<file path="src/core/asc_pkg.sv">
// Constants, register map and carrier types of the conversion sequencer.
// Assumes one system clock; the analog core answers on that same clock.
package asc_pkg;

  // ----------------------------------------------------------------
  // Sizes
  // ----------------------------------------------------------------
  localparam int          RES_W    = 12;
  localparam int          RAW_W    = 13;
  localparam int          CH_W     = 4;
  localparam int          NSLOT    = 16;
  localparam int          PS_W     = 4;
  localparam int          ADR_W    = 5;
  localparam logic [11:0] CODE_MAX = 12'hFFF;

  // ----------------------------------------------------------------
  // Register indices
  // ----------------------------------------------------------------
  localparam logic [4:0] REG_CTRL  = 5'h00;
  localparam logic [4:0] REG_PRESC = 5'h01;
  localparam logic [4:0] REG_STAT  = 5'h02;
  localparam logic [4:0] REG_CH_LO = 5'h03;
  localparam logic [4:0] REG_CH_HI = 5'h04;
  localparam int         RES_BIT   = 4;

  // ----------------------------------------------------------------
  // Control fields
  // ----------------------------------------------------------------
  localparam int CTL_CASCADE = 0;
  localparam int CTL_ALT_IRQ = 1;
  localparam int CTL_STST    = 2;
  localparam int CTL_SW_A    = 3;
  localparam int CTL_SW_B    = 4;
  localparam int CTL_PWM_A   = 5;
  localparam int CTL_PWM_B   = 6;
  localparam int CTL_EXT_A   = 7;
  localparam int CTL_LAST_A  = 8;
  localparam int CTL_LAST_B  = 12;
  localparam int PS_ACQ      = 0;
  localparam int PS_CLK      = 4;

  // ----------------------------------------------------------------
  // Carriers and state
  // ----------------------------------------------------------------
  typedef struct packed {
    logic             wr;
    logic             rd;
    logic [4:0]       addr;
    logic [31:0]      wdata;
  } asc_bus_req_t;

  typedef struct packed {
    logic             done;
    logic             under;
    logic [12:0]      raw;
  } asc_core_res_t;

  typedef enum logic [2:0] {
    ENG_IDLE = 3'b001,
    ENG_ACQ  = 3'b010,
    ENG_CONV = 3'b100
  } asc_eng_t;

  typedef struct packed {
    asc_eng_t         eng;
    logic             cascade;
    logic             alt_irq;
    logic             stst;
    logic             pwm_a;
    logic             pwm_b;
    logic             ext_a;
    logic [3:0]       last_a;
    logic [2:0]       last_b;
    logic [3:0]       acq_ps;
    logic [3:0]       clk_ps;
    logic [15:0][3:0] chsel;
    logic [15:0][11:0] res;
    logic [3:0]       ptr_a;
    logic [2:0]       ptr_b;
    logic             req_a;
    logic             req_b;
    logic             act_a;
    logic             act_b;
    logic             par_a;
    logic             par_b;
    logic             cur_b;
    logic [3:0]       slot;
    logic [3:0]       div;
    logic [3:0]       cnt;
    logic             ext_s1;
    logic             ext_s2;
    logic             ext_d;
    logic [31:0]      rdata;
    logic             analog_on;
    logic             sh;
    logic             start;
    logic [3:0]       chan;
    logic             irq_a;
    logic             irq_b;
  } asc_state_t;

endpackage

</file>
<file path="src/core/asc_sequencer.sv">
// Conversion sequencer around one shared 12-bit sample-and-hold converter.
// Assumes triggers and core answers on clk_sys; the interrupt-two pin is async.
//
// What this block does
// RULE1: Results are 12-bit codes from one converter with built-in sample-and-hold.
// RULE2: Code clamps to 0 below zero and 4095 at full scale, truncated between.
// RULE3: Up to sixteen conversions per session, each slot picks any input.
// RULE4: Two independent eight-state sequencers or one cascaded sixteen-state sequencer.
// RULE5: Sixteen individually addressable result registers.
// RULE6: Each finished conversion lands in the result register of its slot.
// RULE7: Both sequencers share one converter; conversions are serialized.
// RULE8: Starts come from software, pwm_modules triggers or the interrupt-two pin.
// RULE9: In dual mode triggers A and B start their sequencers independently.
// RULE10: Interrupt request on every end of sequence or every second one.
// RULE11: Start/stop mode advances one slot per trigger.
// RULE12: Acquisition window has its own prescaler, apart from conversion clock.
// RULE13: Registers on system clock; conversion timing from fast peripheral tick.
// RULE14: Clock enable low after reset; reset still initialises all registers.
// RULE15: After reset, register logic stays frozen until clock enable goes high.
// RULE16: Clock enable high runs registers and powers the analog section.
// RULE17: Software waits a settling delay after enabling before any conversion.
// RULE18: Halt puts analog in low power and keeps register contents.
// RULE19: Halt stops the register logic.
// RULE20: Steps slots in order, flags end of sequence, returns to slot zero.
`timescale 1ns/1ns
module asc_sequencer
(
  input  wire logic                     clk_sys,
  input  wire logic                     rstn,
  input  wire logic                     conv_clock_enable,
  input  wire logic                     halt,
  input  wire asc_pkg::asc_bus_req_t    bus_req,
  output logic [31:0]                   rdata,
  input  wire logic                     trigger_seq_a,
  input  wire logic                     trigger_seq_b,
  input  wire logic                     ext_irq_two_trigger,
  input  wire asc_pkg::asc_core_res_t   core_res,
  output logic                          analog_on,
  output logic                          sample_hold,
  output logic                          conv_start,
  output logic [3:0]                    chan_sel,
  output logic                          irq_seq_a,
  output logic                          irq_seq_b
);

  // ----------------------------------------------------------------
  // State and helpers
  // ----------------------------------------------------------------
  asc_pkg::asc_state_t s_r;
  asc_pkg::asc_state_t s_nxt;
  logic                run;
  logic                tick;
  logic                ext_rise;
  logic                sw_a;
  logic                sw_b;
  logic                trig_a;
  logic                trig_b;
  logic                go_a;
  logic                go_b;
  logic [3:0]          last_a_eff;
  logic [11:0]         code;
  logic                wr_ctrl;

  assign run        = conv_clock_enable & ~halt;                   // [RULE15] [RULE16] [RULE19]
  assign tick       = s_r.div == s_r.clk_ps;                       // [RULE13]
  assign ext_rise   = s_r.ext_s2 & ~s_r.ext_d;
  assign wr_ctrl    = bus_req.wr && bus_req.addr == asc_pkg::REG_CTRL;
  assign sw_a       = wr_ctrl & bus_req.wdata[asc_pkg::CTL_SW_A];
  assign sw_b       = wr_ctrl & bus_req.wdata[asc_pkg::CTL_SW_B];
  // Sources of each start; B is silent when cascaded
  assign trig_a     = sw_a | (s_r.pwm_a & trigger_seq_a)
                    | (s_r.ext_a & ext_rise);                      // [RULE8]
  assign trig_b     = ~s_r.cascade & (sw_b | (s_r.pwm_b & trigger_seq_b)); // [RULE9]
  assign go_a       = s_r.req_a | s_r.act_a;
  assign go_b       = ~s_r.cascade & (s_r.req_b | s_r.act_b);
  assign last_a_eff = s_r.cascade ? s_r.last_a
                                  : {1'b0, s_r.last_a[2:0]};      // [RULE4]
  // Clamp to the code range
  assign code       = core_res.under ? '0
                    : (core_res.raw > {1'b0, asc_pkg::CODE_MAX}) ? asc_pkg::CODE_MAX
                    : core_res.raw[11:0];                          // [RULE1] [RULE2]

  // ----------------------------------------------------------------
  // Next state
  // ----------------------------------------------------------------
  always_comb
  begin
    s_nxt = s_r;
    if (!run)
    begin
      // Frozen, analog section off
      s_nxt.analog_on = 1'b0;                                      // [RULE14] [RULE18]
    end
    else
    begin
      s_nxt.analog_on = 1'b1;                                      // [RULE16]
      s_nxt.start     = 1'b0;
      s_nxt.irq_a     = 1'b0;
      s_nxt.irq_b     = 1'b0;
      s_nxt.rdata     = '0;
      s_nxt.ext_s1    = ext_irq_two_trigger;
      s_nxt.ext_s2    = s_r.ext_s1;
      s_nxt.ext_d     = s_r.ext_s2;
      s_nxt.div       = tick ? '0 : s_r.div + 4'h1;

      // Register writes
      if (bus_req.wr)
      begin
        if (bus_req.addr == asc_pkg::REG_CTRL)
        begin
          s_nxt.cascade = bus_req.wdata[asc_pkg::CTL_CASCADE];
          s_nxt.alt_irq = bus_req.wdata[asc_pkg::CTL_ALT_IRQ];
          s_nxt.stst    = bus_req.wdata[asc_pkg::CTL_STST];
          s_nxt.pwm_a   = bus_req.wdata[asc_pkg::CTL_PWM_A];
          s_nxt.pwm_b   = bus_req.wdata[asc_pkg::CTL_PWM_B];
          s_nxt.ext_a   = bus_req.wdata[asc_pkg::CTL_EXT_A];
          s_nxt.last_a  = bus_req.wdata[asc_pkg::CTL_LAST_A +: 4];
          s_nxt.last_b  = bus_req.wdata[asc_pkg::CTL_LAST_B +: 3];
        end
        else if (bus_req.addr == asc_pkg::REG_PRESC)
        begin
          s_nxt.acq_ps  = bus_req.wdata[asc_pkg::PS_ACQ +: asc_pkg::PS_W]; // [RULE12]
          s_nxt.clk_ps  = bus_req.wdata[asc_pkg::PS_CLK +: asc_pkg::PS_W];
        end
        else if (bus_req.addr == asc_pkg::REG_CH_LO)
        begin
          s_nxt.chsel[7:0]  = bus_req.wdata;                       // [RULE3]
        end
        else if (bus_req.addr == asc_pkg::REG_CH_HI)
        begin
          s_nxt.chsel[15:8] = bus_req.wdata;
        end
      end

      // Register reads, data in the next cycle
      if (bus_req.rd)
      begin
        if (bus_req.addr[asc_pkg::RES_BIT])
        begin
          s_nxt.rdata = {20'h0, s_r.res[bus_req.addr[3:0]]};      // [RULE5]
        end
        else
        begin
          unique case (bus_req.addr)
            asc_pkg::REG_CTRL:
              s_nxt.rdata = {17'h0, s_r.last_b, s_r.last_a, s_r.ext_a, s_r.pwm_b,
                             s_r.pwm_a, 2'b00, s_r.stst, s_r.alt_irq, s_r.cascade};
            asc_pkg::REG_PRESC:
              s_nxt.rdata = {24'h0, s_r.clk_ps, s_r.acq_ps};
            asc_pkg::REG_STAT:
              s_nxt.rdata = {20'h0, s_r.ptr_b, s_r.ptr_a, s_r.act_b, s_r.act_a,
                             s_r.req_b, s_r.req_a, s_r.eng != asc_pkg::ENG_IDLE};
            asc_pkg::REG_CH_LO:
              s_nxt.rdata = s_r.chsel[7:0];
            asc_pkg::REG_CH_HI:
              s_nxt.rdata = s_r.chsel[15:8];
            default:
              s_nxt.rdata = '0;
          endcase
        end
      end

      // ------------------------------------------------------------
      // Conversion engine, one converter for both sequencers
      // ------------------------------------------------------------
      unique case (s_r.eng)
        asc_pkg::ENG_IDLE:
        begin
          // A first, B only when A is idle
          if (go_a)                                                // [RULE7]
          begin
            s_nxt.cur_b = 1'b0;
            s_nxt.slot  = s_r.ptr_a;
            s_nxt.req_a = 1'b0;
            s_nxt.act_a = ~s_r.stst;                               // [RULE11]
          end
          else if (go_b)
          begin
            s_nxt.cur_b = 1'b1;
            s_nxt.slot  = {1'b1, s_r.ptr_b};
            s_nxt.req_b = 1'b0;
            s_nxt.act_b = ~s_r.stst;                               // [RULE11]
          end
          if (go_a | go_b)
          begin
            s_nxt.eng  = asc_pkg::ENG_ACQ;
            s_nxt.cnt  = '0;
            s_nxt.div  = '0;
            s_nxt.sh   = 1'b1;
            s_nxt.chan = s_r.chsel[go_a ? s_r.ptr_a : {1'b1, s_r.ptr_b}]; // [RULE3]
          end
        end
        asc_pkg::ENG_ACQ:
        begin
          // Window lasts acq_ps+1 ticks
          if (tick)
          begin
            if (s_r.cnt == s_r.acq_ps)                             // [RULE12]
            begin
              s_nxt.sh    = 1'b0;
              s_nxt.start = 1'b1;
              s_nxt.eng   = asc_pkg::ENG_CONV;
            end
            else
            begin
              s_nxt.cnt = s_r.cnt + 4'h1;
            end
          end
        end
        asc_pkg::ENG_CONV:
        begin
          if (core_res.done)
          begin
            s_nxt.res[s_r.slot] = code;                            // [RULE6]
            s_nxt.eng           = asc_pkg::ENG_IDLE;
            if (!s_r.cur_b)
            begin
              if (s_r.ptr_a >= last_a_eff)                         // [RULE20]
              begin
                s_nxt.ptr_a = '0;
                s_nxt.act_a = 1'b0;
                s_nxt.irq_a = ~s_r.alt_irq | s_r.par_a;            // [RULE10]
                s_nxt.par_a = ~s_r.par_a;
              end
              else
              begin
                s_nxt.ptr_a = s_r.ptr_a + 4'h1;
              end
            end
            else
            begin
              if (s_r.ptr_b >= s_r.last_b)                         // [RULE20]
              begin
                s_nxt.ptr_b = '0;
                s_nxt.act_b = 1'b0;
                s_nxt.irq_b = ~s_r.alt_irq | s_r.par_b;            // [RULE10]
                s_nxt.par_b = ~s_r.par_b;
              end
              else
              begin
                s_nxt.ptr_b = s_r.ptr_b + 3'h1;
              end
            end
          end
        end
        default:
          s_nxt.eng = asc_pkg::ENG_IDLE;
      endcase

      // Trigger set wins over the grant's clear
      s_nxt.req_a = s_nxt.req_a | trig_a;                          // [RULE8]
      s_nxt.req_b = s_nxt.req_b | trig_b;                          // [RULE9]
    end
  end

  // ----------------------------------------------------------------
  // State register; reset acts whatever the clock enable
  // ----------------------------------------------------------------
  always_ff @(posedge clk_sys)
  begin
    if (!rstn)
    begin
      s_r     <= '0;                                               // [RULE14]
      s_r.eng <= asc_pkg::ENG_IDLE;
    end
    else
    begin
      s_r <= s_nxt;
    end
  end

  assign rdata       = s_r.rdata;
  assign analog_on   = s_r.analog_on;
  assign sample_hold = s_r.sh;
  assign conv_start  = s_r.start;
  assign chan_sel    = s_r.chan;
  assign irq_seq_a   = s_r.irq_a;
  assign irq_seq_b   = s_r.irq_b;
endmodule // asc_sequencer

</file>
<file path="config.mk">
export PLATFORM = sky130hd
export DESIGN_NAME = asc_sequencer
export DESIGN_NICKNAME = d
export VERILOG_FILES = /design/src/core/asc_pkg.sv /design/src/core/asc_sequencer.sv
export SDC_FILE = /design/constraint.sdc
export NUM_CORES = 1
export LEC_CHECK = 0
export BUFFER_PORTS_ARGS = -buffer_cell sky130_fd_sc_hd__buf_4
export CAP_MARGIN = 20
export CORE_MARGIN = 4
export CORE_UTILIZATION = 55
export CTS_CLUSTER_DIAMETER = 50
export CTS_CLUSTER_SIZE = 12
export DETAILED_ROUTE_END_ITERATION = 10
export MAX_ROUTING_LAYER = met4
export PLACE_DENSITY = 0.78
export SKIP_LAST_GASP = 1
export SYNTH_ARGS = -nofsm -noshare
export SYNTH_HDL_FRONTEND = slang
export SYNTH_SLANG_ARGS = --single-unit
</file>
<file path="constraint.sdc">
create_clock -name clk_sys -period 1.9 [get_ports clk_sys]
set_input_delay 0.095 -clock clk_sys [delete_from_list [all_inputs] [get_ports clk_sys]]
set_output_delay 0.095 -clock clk_sys [all_outputs]
set_load 0.05 [all_outputs]
</file>
==> results of run 1 <==
power groups by stage:
stage / Sequential, mW / Combinational (mW) / Clock (mW)
floorplan: 7.52 / 0.387 / 0
global placement: 7.52 / 0.724 / 0
detailed placement: 7.52 / 0.731 / 0
CTS: 7.36 / 0.798 / 7.53
global route: 7.36 / 0.874 / 7.82
finish: 7.36 / 0.826 / 7.48
worst max-delay path, stage by stage:
cell and delay (ns):
dlygate4sd3_1 0.59, buf_4 0.22, nor2_1 0.14, and3_2 0.34
buf_4 0.15, a32oi_1 0.05, a21oi_1 0.34, o22ai_1 0.18
a21boi_0 0.27
cell families (layout without fill, tap and decap cells):
family	count (synthesis)	count (layout)
AOI/OAI and AO/OA	459	459
adders and majority gates	11	11
and+or+nand+nor	803	803
buffers and inverters	200	362
DFF	350	350
muxes	98	98
xor gates and xnor gates	12	12
timing repair:
item / 4_1_cts / 5_1_grt
setup endpoints to repair: 78 / 241
endpoints found under the hold margin: 106 / 0
pin swaps: 0 / 28
cloned: 0 / 8
buffers inserted: 0 / 2
hold buffers: 36 / 0
gates resized for setup: 11 / 117
placed cells by master, fill, tap and decap left out, types with 27 or more instances in the layout:
cell type and instances:
nand2_1 415, a21boi_0 79, o21ai_1 27, dlygate4sd3_1 36, buf_4 213, mux4_2 54
dfxtp_1 345, a21oi_1 34, and2_1 219, nor2_1 29, clkbuf_16 47, mux2i_1 28
o21ai_0 196
cell type report:
| class | count | area (um^2) | area share |
|---|---|---|---|
| multi-input cells | 1383 | 9120 | 0.442 |
| inverters | 14 | 52.6 | 0.00255 |
| clock inverters | 10 | 139 | 0.00673 |
| well taps | 390 | 488 | 0.0237 |
| clock buffers | 50 | 1100 | 0.0533 |
| flip-flops and latches | 350 | 7010 | 0.340 |
| repair buffers | 288 | 2710 | 0.132 |
path summary, 6_finish.rpt:
path         slack, ns     startpoint  endpoint  cells after the start
max              -0.05    bus_req[36]  rdata[4]                      9
min               0.06  trigger_seq_b   s_r[61]                      4
min reg2reg       0.45       s_r[338]  s_r[338]                      2
max reg2reg      -0.02       s_r[347]  s_r[202]                      9
state kept, by name (all words and copies together), names as in the netlist:
register     flops
analog_on        1
chan_sel         4
conv_start       1
irq_seq_a        1
irq_seq_b        1
rdata           32
s_r            309
sample_hold      1
metrics by stage:
| step | area [um^2] | hold WS (ns) | setup slack (ns) |
|---|---|---|---|
| after floorplan | 16700 | 0.230 | 0.0142 |
| after global placement | 18500 | 0.351 | -0.138 |
| after detailed placement | 18500 | 0.363 | -0.137 |
| after CTS | 20100 | 0.0439 | -0.0445 |
| after global routing | 20600 | 0.0959 | -0.124 |
| final | 20600 | 0.0553 | -0.0537 |
metal layers:
metal / wire length, um / up-vias
met5: 0 / -
met2: 24800 / 694
met1: 20600 / 7095
met3: 4320 / 161
met4: 2240 / 0
li1: - / 6875
==> results by group, run 1 <==
Global routing
  • GR peak layer: met2
  • Largest net degree at the start of global routing: 114
  • Gr ovfl total: 0
  • GR Layer Usage met3: 0.0385
  • Initial antenna violation count: 1
  • Global Route met1 Usage: 0.381
  • GR Layer Usage met2: 0.497
  • First-pass GRT wire length: ~78000 um
  • GR Util All Layers: 0.298
  • Vias in the first global route: between 10000 and 15000

Synth
  • Largest family of logic cells by synthesized area: simple AND/OR/NAND/NOR gates
  • Synth Area in Adders: 0.00823
  • Post-synthesis sequential area ratio: 0.419
  • Xor-xnor portion of the synthesized cell area: 0.00629
  • Post-synth top area share: 0.419
  • Mapped Area: approximately 17000 um^2
  • Most frequent cell after synthesis: nand2_1
  • #FFs+latches synth: 350
  • Compound-Gate Fraction of Synth Area: 0.169
  • Area leader, netlist: dfxtp_1
  • Synth Flop Type: dfxtp_1
  • Gate Count Post-Synth: about 1900
  • Synth Area in Simple Gates: 0.230
  • Mux share of post-synthesis cell area: 0.109
  • Count of different cell masters after synthesis: 67
  • Synth warn: 0
  • Top post-synthesis cells by area: dfxtp_1 42%, nand2_1 9.9%, and2_1 8.2%
  • Synthesized area per cell: 8.65 um^2
  • Asr flop ratio synth: 0
  • Syn Nets: between 2000 and 2500
  • Post-synth top cells: 443 x nand2_1, 350 x dfxtp_1, 230 x o21ai_0
  • Number of synthesized flops with an enable pin: 0

Detailed routing
  • Vias: approximately 15000
  • # DRC: 0
  • Wire per inst: 20.9 um
  • Wirelength, routed: approximately 52000 um
  • Detailed Routing Iterations Pass 1: 5
  • Detailed Route Iter0 Violations: 1449
  • ANT nets after route: 0
  • Drt via density: 5.97

Setup path
  • Worst setup path class: in2reg
  • CP max FO: 12
  • CP Launch Type: input pin
  • Worst path arrival time: about 2.4 ns
  • Worst EP required: 2.33 ns
  • Critical Path Sink Type: register

Final layout
  • Final core occ: 0.692
  • Ant diodes: 0
  • Nets: 2148
  • Final std cells w/o fill: about 2500
  • Share of cells above drive strength 1: 0.212
  • Area growth syn-to-layout: 23.4%
  • Layout fillers: between 2000 and 2500

Status
  • Status: finished, violations left
  • Failing checks: setup timing

Clock network
  • CTS Buf Count: 39
  • Later-pin clock latency in the skew report: between 0.5 and 0.6 ns
  • H-tree depth: 2
  • Clk buf depth: 3
  • Clk sinks: 350
  • CTS root buffer: clkbuf_16
  • Clock transition at the registers of the reported paths: roughly 0.060 ns
  • CTS tree: yes

Place
  • HPWL after detailed placement: approximately 33000 um
  • Placed insts: roughly 2400
  • Port buffer count: slightly above 100
  • GPL Wtd Cong: 0.986

Power
  • Clock share of power: 0.477
  • Total power: about 16 mW
  • Sw Share: 0.224
  • P_sw: roughly 3.5 mW
  • Reg power frac: 0.470
  • Internal power: ~12 mW
  • Power per cell area: 759 nW/um^2
  • Static Leak: about 7.9 nW
  • Peak VDD IR: between 1000 and 1500 uV
  • Logic pwr share: 0.053

Flow run
  • # Max-Cap Violations: 0

Timing
  • Final Slew Violations: 0
  • Tcrit/Tclk final: 1.03
  • Setup WS post-layout: -0.0537 ns
  • Worst slew pin tran: between 0.6 and 0.7 ns
  • Tmin final: just under 2 ns
  • Final setup viols: 17
  • Fmax: ~510 MHz
  • Worst Skew: roughly 0.026 ns
  • Final Hold Fails: 0
  • Slew margin rel.: 0.547
  • Setup TNS: -0.228 ns
  • RSZ-0062 raised after global routing: yes

Die
  • CORE AREA: a little under 30000 um^2
  • Die footprint: about 33000 um^2
  • Row cnt: 63
  • I/O Pins: 102
  • Starting Density: 0.561
  • Die width: about 180 um
  • Die Y-Extent: around 180 um

Worst hold path
  • HP Class: in2reg
Note: power is estimated with default switching activity, not from simulation.
==> inputs of run 2 (changes only) <==
--- a/config.mk
+++ b/config.mk
@@ -13,7 +13,7 @@
 export CTS_CLUSTER_SIZE = 12
 export DETAILED_ROUTE_END_ITERATION = 10
 export MAX_ROUTING_LAYER = met4
-export PLACE_DENSITY = 0.78
+export PLACE_DENSITY_LB_ADDON = 0.15
 export SKIP_LAST_GASP = 1
 export SYNTH_ARGS = -nofsm -noshare
 export SYNTH_HDL_FRONTEND = slang
==> run 2 against run 1 <==
Effect of this change: the run still ends with setup timing left; wire length decreased by 2.1%; fmax is 1.6% higher; cell area decreased by 0.46%; first-iteration DRC count is 25% lower; critical endpoint is now s_r[219]; largest power group is now sequential cells.
==> results by group, run 2 (synthesized netlist as in run 1, its figures left out) <==
Power
  • P_sw: 3.54 mW (was 3.51 mW)
  • Internal power: 11.9 mW (was 12.2 mW)
  • Clock share of power: 0.470 (was 0.477)
  • Logic pwr share: 0.054 (was 0.053)
  • Reg power frac: 0.476 (was 0.470)
  • Sw Share: 0.229 (was 0.224)
  • Power per cell area: 753 nW/um^2 (was 759 nW/um^2)
  • Static Leak: 7.87 nW (was 7.89 nW)
  • Peak VDD IR: 758 uV (was 1140 uV)

Status
  • Failing checks: setup timing (unchanged)
  • Status: finished, violations left (unchanged)

Final layout
  • Final std cells w/o fill: 2492 (was 2485)
  • Reg with most FFs: s_r (unchanged)
  • Commonest non-fill, non-tap cell in the layout: nand2_1 (unchanged)
  • Nets: 2157 (was 2148)
  • Largest register FFs: 309 (unchanged)
  • Area growth syn-to-layout: 22.8% (was 23.4%)
  • Commonest cells after routing, fill and taps aside: 435 x nand2_1, 344 x dfxtp_1, 218 x o21ai_0, 218 x and2_1, 215 x buf_4 (was 415 x nand2_1, 345 x dfxtp_1, 219 x and2_1)
  • Layout fillers: 2379 (was 2229)
  • Share of cells above drive strength 1: 0.199 (was 0.212)

Timing
  • Final Hold Fails: 0 (unchanged)
  • Final setup viols: 4 (was 17)
  • Worst slew pin tran: 0.580 ns (was 0.673 ns)
  • Final Slew Violations: 0 (unchanged)
  • Tmin final: 1.92 ns (was 1.95 ns)
  • RSZ-0062 raised after global routing: yes (unchanged)
  • Tcrit/Tclk final: 1.01 (was 1.03)
  • Setup WS post-layout: -0.0223 ns (was -0.0537 ns)
  • Fmax: 520 MHz (was 512 MHz)
  • Worst Skew: 0.00961 ns (was 0.0261 ns)
  • Slew margin rel.: 0.610 (was 0.547)
  • Hold slack final: 0.00862 ns (was 0.0553 ns)
  • Setup TNS: -0.0546 ns (was -0.228 ns)

Clock network
  • Clock transition at the registers of the reported paths: 0.06 ns (about the same)
  • Clk sinks: 350 (unchanged)
  • H-tree depth: 2 (unchanged)
  • Clk buf depth: 3 (unchanged)
  • CTS tree: yes (unchanged)
  • CTS root buffer: clkbuf_16 (unchanged)
  • Later-pin clock latency in the skew report: 0.54 ns (about the same)
  • CTS Buf Count: 39 (unchanged)

Detailed routing
  • Detailed Route Iter0 Violations: 1090 (was 1449)
  • Wirelength, routed: 50800 um (was 52000 um)
  • Drt via density: 5.79 (was 5.97)
  • Wire per inst: 20.4 um (was 20.9 um)
  • Vias: 14400 (was 14800)
  • ANT nets after route: 0 (unchanged)
  • Detailed Routing Iterations Pass 1: 7 (was 5)
  • # DRC: 0 (unchanged)

Setup path
  • CP max FO: 6 (was 12)
  • CP Launch Type: register (was input pin)
  • Worst EP required: 2.33 ns (about the same)
  • Critical Path Sink Type: register (unchanged)
  • Worst path arrival time: 2.36 ns (was 2.38 ns)
  • Worst setup path class: reg2reg (was in2reg)

Die
  • Row cnt: 63 (unchanged)
  • Die Y-Extent: 182 um (unchanged)
  • Die footprint: 33200 um^2 (unchanged)
  • Die width: 182 um (unchanged)
  • Starting Density: 0.561 (unchanged)
  • I/O Pins: 102 (unchanged)
  • CORE AREA: 29800 um^2 (unchanged)

Place
  • HPWL after detailed placement: 32600 um (was 32700 um)
  • Pre-CTS WS: -0.0919 ns (was -0.137 ns)
  • GPL Wtd Cong: 0.944 (was 0.986)
  • Placed insts: 2386 (was 2379)
  • Port buffer count: 101 (unchanged)

Global routing
  • First-pass GRT wire length: 76200 um (was 78000 um)
  • Vias in the first global route: 13700 (was 14300)
  • Gr ovfl total: 0 (unchanged)
  • Largest net degree at the start of global routing: 119 (was 114)
  • GR Util All Layers: 0.295 (was 0.298)
  • Initial antenna violation count: 1 (unchanged)

Flow run
  • # Max-Cap Violations: 0 (unchanged)

Worst hold path
  • HP Class: in2reg (unchanged)
run 2: power groups by stage:
stage | sequential (mW) | clock (mW) | combinational, mW
2_1_floorplan | 7.52 | 0 | 0.387
3_3_place_gp | 7.52 | 0 | 0.760
3_5_place_dp | 7.52 | 0 | 0.765
4_1_cts | 7.36 | 7.34 | 0.826
5_1_grt | 7.35 | 7.63 | 0.885
6_report | 7.35 | 7.26 | 0.836
run 2: critical path, cell delays in order, from the launching register on:
cell and delay [ns]:
dfxtp_4 0.36, nand4bb_1 0.19, buf_6 0.17, nor4b_4 0.20
buf_4 0.17, nand3b_1 0.10, buf_6 0.17, clkbuf_16 0.18
nand2_2 0.06, o21ai_0 0.06, and2_1 0.16
run 2: area by class of cell:
class                   instances  area (um^2)  share of cell area
repair buffers                297         2860               0.139
clock inverters                13          171             0.00835
clock buffers                  44         1000              0.0489
flip-flops and latches        350         7020               0.342
diodes                          1         2.50            0.000122
well taps                     390          488              0.0238
multi-input cells            1383         8930               0.435
inverters                      14         52.6             0.00256
run 2: worst paths after layout:
check / endpoint / from / cells after the start / slack (ns)
max: s_r[219] / s_r[348] / 10 / -0.02
min reg2reg: irq_seq_b / irq_seq_b / 2 / 0.46
min: s_r[61] / trigger_seq_b / 4 / 0.009
max reg2reg: s_r[219] / s_r[348] / 10 / -0.02
run 2: metal layers:
metal / wire (um) / global-route usage / part of all wire
met1: 20900 / 0.377 / 0.41
met2: 24500 / 0.488 / 0.48
met3: 3520 / 0.0425 / 0.069
met4: 1910 / 0.0937 / 0.037
met5: 0 / - / 0
run 2: timing repair:
item	CTS	global route
endpoints found under the setup margin	44	169
setup buffers	1	5
hold buffers	35	0
resized for setup	11	54
pin swaps	1	17
cloned	0	7
hold endpoints to repair	111	0
run 2: stage by stage:
step / total power [mW] / cell area (um^2) / utilization
after floorplan: 7.91 / 16700 / -
after global placement: 8.28 / 18600 / 0.624
after detailed placement: 8.29 / 18600 / 0.624
after CTS: 15.5 / 20200 / 0.678
after global routing: 15.9 / 20500 / 0.689
final: 15.4 / 20500 / 0.689
==> inputs of run 3 (changes only) <==
--- a/config.mk
+++ b/config.mk
@@ -14,6 +14,7 @@
 export DETAILED_ROUTE_END_ITERATION = 10
 export MAX_ROUTING_LAYER = met4
 export PLACE_DENSITY_LB_ADDON = 0.15
+export SKIP_CTS_REPAIR_TIMING = 1
 export SKIP_LAST_GASP = 1
 export SYNTH_ARGS = -nofsm -noshare
 export SYNTH_HDL_FRONTEND = slang
==> constraint.sdc (replaced) <==
create_clock -name clk_sys -period 1.9 [get_ports clk_sys]
set_input_delay 0.285 -clock clk_sys [delete_from_list [all_inputs] [get_ports clk_sys]]
set_output_delay 0.285 -clock clk_sys [all_outputs]
set_load 0.05 [all_outputs]
==> run 3 against run 2 <==
Effect of this change: the flow still finishes with violations (setup timing); via count rose by 0.90%; power grew 4.1%; wire length up 0.32%; setup slack got worse by 0.061 ns; flip-flop and latch count is the same; global-route usage decreased by 0.95 points; critical path depth is the same; clock skew increased by 0.0049 ns; fmax fell by 3.1%; count of clock-buffer cells in the layout increased by 5; hold slack about the same; clock power is 9.5% higher; critical endpoint is now s_r[206].
==> results by group, run 3 (synthesized netlist as in run 1, its figures left out) <==
Detailed routing
  • Drt via density: 5.86 (was 5.79)
  • Vias: 14600 (was 14400)
  • Detailed Route Iter0 Violations: 1206 (was 1090)
  • # DRC: 0 (unchanged)
  • ANT nets after route: 0 (unchanged)
  • Detailed Routing Iterations Pass 1: 7 (unchanged)
  • Wirelength, routed: 51000 um (was 50800 um)
  • Wire per inst: 20.5 um (was 20.4 um)

Final layout
  • Final std cells w/o fill: 2484 (was 2492)
  • Share of cells above drive strength 1: 0.220 (was 0.199)
  • Largest register FFs: 309 (unchanged)
  • Nets: 2143 (was 2157)
  • Reg with most FFs: s_r (unchanged)
  • Commonest cells after routing, fill and taps aside: 428 x nand2_1, 343 x dfxtp_1, 225 x buf_4 (was 435 x nand2_1, 344 x dfxtp_1, 218 x o21ai_0, 218 x and2_1, 215 x buf_4)
  • Commonest non-fill, non-tap cell in the layout: nand2_1 (unchanged)
  • Area growth syn-to-layout: 23.4% (was 22.8%)

Status
  • Failing checks: setup timing (unchanged)
  • Status: finished, violations left (unchanged)

Power
  • Reg power frac: 0.458 (was 0.476)
  • Power per cell area: 779 nW/um^2 (was 753 nW/um^2)
  • Static Leak: 7.99 nW (was 7.87 nW)
  • P_sw: 3.59 mW (was 3.54 mW)
  • Clock share of power: 0.494 (was 0.470)
  • Internal power: 12.5 mW (was 11.9 mW)
  • Sw Share: 0.223 (was 0.229)
  • Logic pwr share: 0.048 (was 0.054)
  • Peak VDD IR: 547 uV (was 758 uV)

Place
  • Placed insts: 2400 (was 2386)
  • HPWL after detailed placement: 32500 um (was 32600 um)
  • Pre-CTS WS: -0.241 ns (was -0.0919 ns)
  • GPL Wtd Cong: 0.998 (was 0.944)
  • Port buffer count: 101 (unchanged)

Setup path
  • CP bufs+invs: 4 (unchanged)
  • Critical Path Sink Type: register (unchanged)
  • Crit path from: s_r[349] (was s_r[348])
  • Worst path arrival time: 2.40 ns (was 2.36 ns)
  • Worst EP required: 2.32 ns (was 2.33 ns)
  • CP Launch Type: register (unchanged)
  • CP Cell Sequence: buf_6 -> nand4bb_4 -> buf_8 -> nor4b_4 -> buf_6 -> nand3_4 -> buf_6 -> nand2_1 -> o21ai_0 -> and2_1 (was nand4bb_1 -> buf_6 -> nor4b_4 -> buf_4 -> nand3b_1 -> buf_6 -> clkbuf_16 -> nand2_2 -> o21ai_0 -> and2_1)
  • Reg-to-reg startpoint: s_r[349] (was s_r[348])
  • CP top delay family: simple AND/OR/NAND/NOR gates (unchanged)
  • Worst setup path class: reg2reg (unchanged)
  • Largest stage delay on the critical path: 0.35 ns (was 0.36 ns)
  • Most common cell on crit path: buf_6 (unchanged)
  • CP max stage cell: dfxtp_2 (was dfxtp_4)
  • CP max FO: 7 (was 6)

Clock network
  • CTS root buffer: clkbuf_16 (unchanged)
  • H-tree depth: 2 (unchanged)
  • Clk sinks: 350 (unchanged)
  • CTS Buf Count: 41 (was 39)
  • Clk buf depth: 3 (unchanged)
  • CTS tree: yes (unchanged)
  • Clock transition at the registers of the reported paths: 0.06 ns (about the same)
  • Later-pin clock latency in the skew report: 0.53 ns (was 0.54 ns)

Die
  • Die footprint: 33200 um^2 (unchanged)
  • Die width: 182 um (unchanged)
  • Row cnt: 63 (unchanged)
  • CORE AREA: 29800 um^2 (unchanged)
  • Starting Density: 0.561 (unchanged)
  • I/O Pins: 102 (unchanged)
  • Die Y-Extent: 182 um (unchanged)

Timing
  • Tcrit/Tclk final: 1.04 (was 1.01)
  • Setup TNS: -1.24 ns (was -0.0546 ns)
  • Slew margin rel.: 0.559 (was 0.610)
  • Final setup viols: 33 (was 4)
  • Final Hold Fails: 0 (unchanged)
  • Fmax: 504 MHz (was 520 MHz)
  • Setup WS post-layout: -0.0832 ns (was -0.0223 ns)
  • Tmin final: 1.98 ns (was 1.92 ns)
  • Worst Skew: 0.0145 ns (was 0.00961 ns)
  • Final Slew Violations: 0 (unchanged)
  • Worst slew pin tran: 0.655 ns (was 0.580 ns)
  • Hold slack final: 0.00877 ns (was 0.00862 ns)
  • RSZ-0062 raised after global routing: yes (unchanged)

Global routing
  • First-pass GRT wire length: 74500 um (was 76200 um)
  • Gr ovfl total: 0 (unchanged)
  • Vias in the first global route: 13400 (was 13700)
  • Initial antenna violation count: 2 (was 1)
  • GR Util All Layers: 0.285 (was 0.295)
  • Largest net degree at the start of global routing: 115 (was 119)

Worst hold path
  • Hold path start: bus_req[21] (was trigger_seq_b)
  • HP Class: in2reg (unchanged)

Flow run
  • # Max-Cap Violations: 0 (unchanged)
run 3: routing by layer:
layer | GRT usage | vias up | wire [um]
li1 | - | 6864 | -
met1 | 0.366 | 6955 | 20900
met2 | 0.476 | 591 | 24600
met3 | 0.0425 | 142 | 3500
met4 | 0.0781 | 0 | 2020
met5 | - | - | 0
run 3: power groups by stage:
stage	combinational [mW]	sequential (mW)	clock, mW
2_1_floorplan	0.396	7.52	0
3_3_place_gp	0.752	7.52	0
3_5_place_dp	0.757	7.52	0
4_1_cts	0.759	7.36	8.02
5_1_grt	0.817	7.36	8.33
6_report	0.772	7.36	7.95
run 3: layout make-up:
cell class	count	area, um^2
Inverter	14	52.6
Fill cell	2313	9160
Timing Repair Buffer	281	2750
Antenna cell	2	5.00
Sequential cell	350	7020
Tap cell	390	488
Multi-Input combinational cell	1383	8980
Clock inverter	15	235
Clock buffer	49	1110
run 3: metrics by stage:
step,instance area (um^2),util,total power [mW]
6_report,20600,0.693,16.1
5_1_grt,20600,0.693,16.5
4_1_cts,20100,0.673,16.1
3_5_place_dp,18700,0.628,8.28
3_3_place_gp,18700,0.628,8.27
2_1_floorplan,16800,-,7.92
run 3: final timing paths:
path	to	slack, ns	depth (start not counted)
worst min-delay path	s_r[283]	0.009	3
worst max register to register	s_r[206]	-0.08	10
worst min register to register	s_r[339]	0.46	2
worst max-delay path	s_r[206]	-0.08	10
run 3: tightest hold or removal path, stage by stage:
cell and delay (ns):
buf_4 0.11, nand2_1 0.05, a21boi_1 0.05
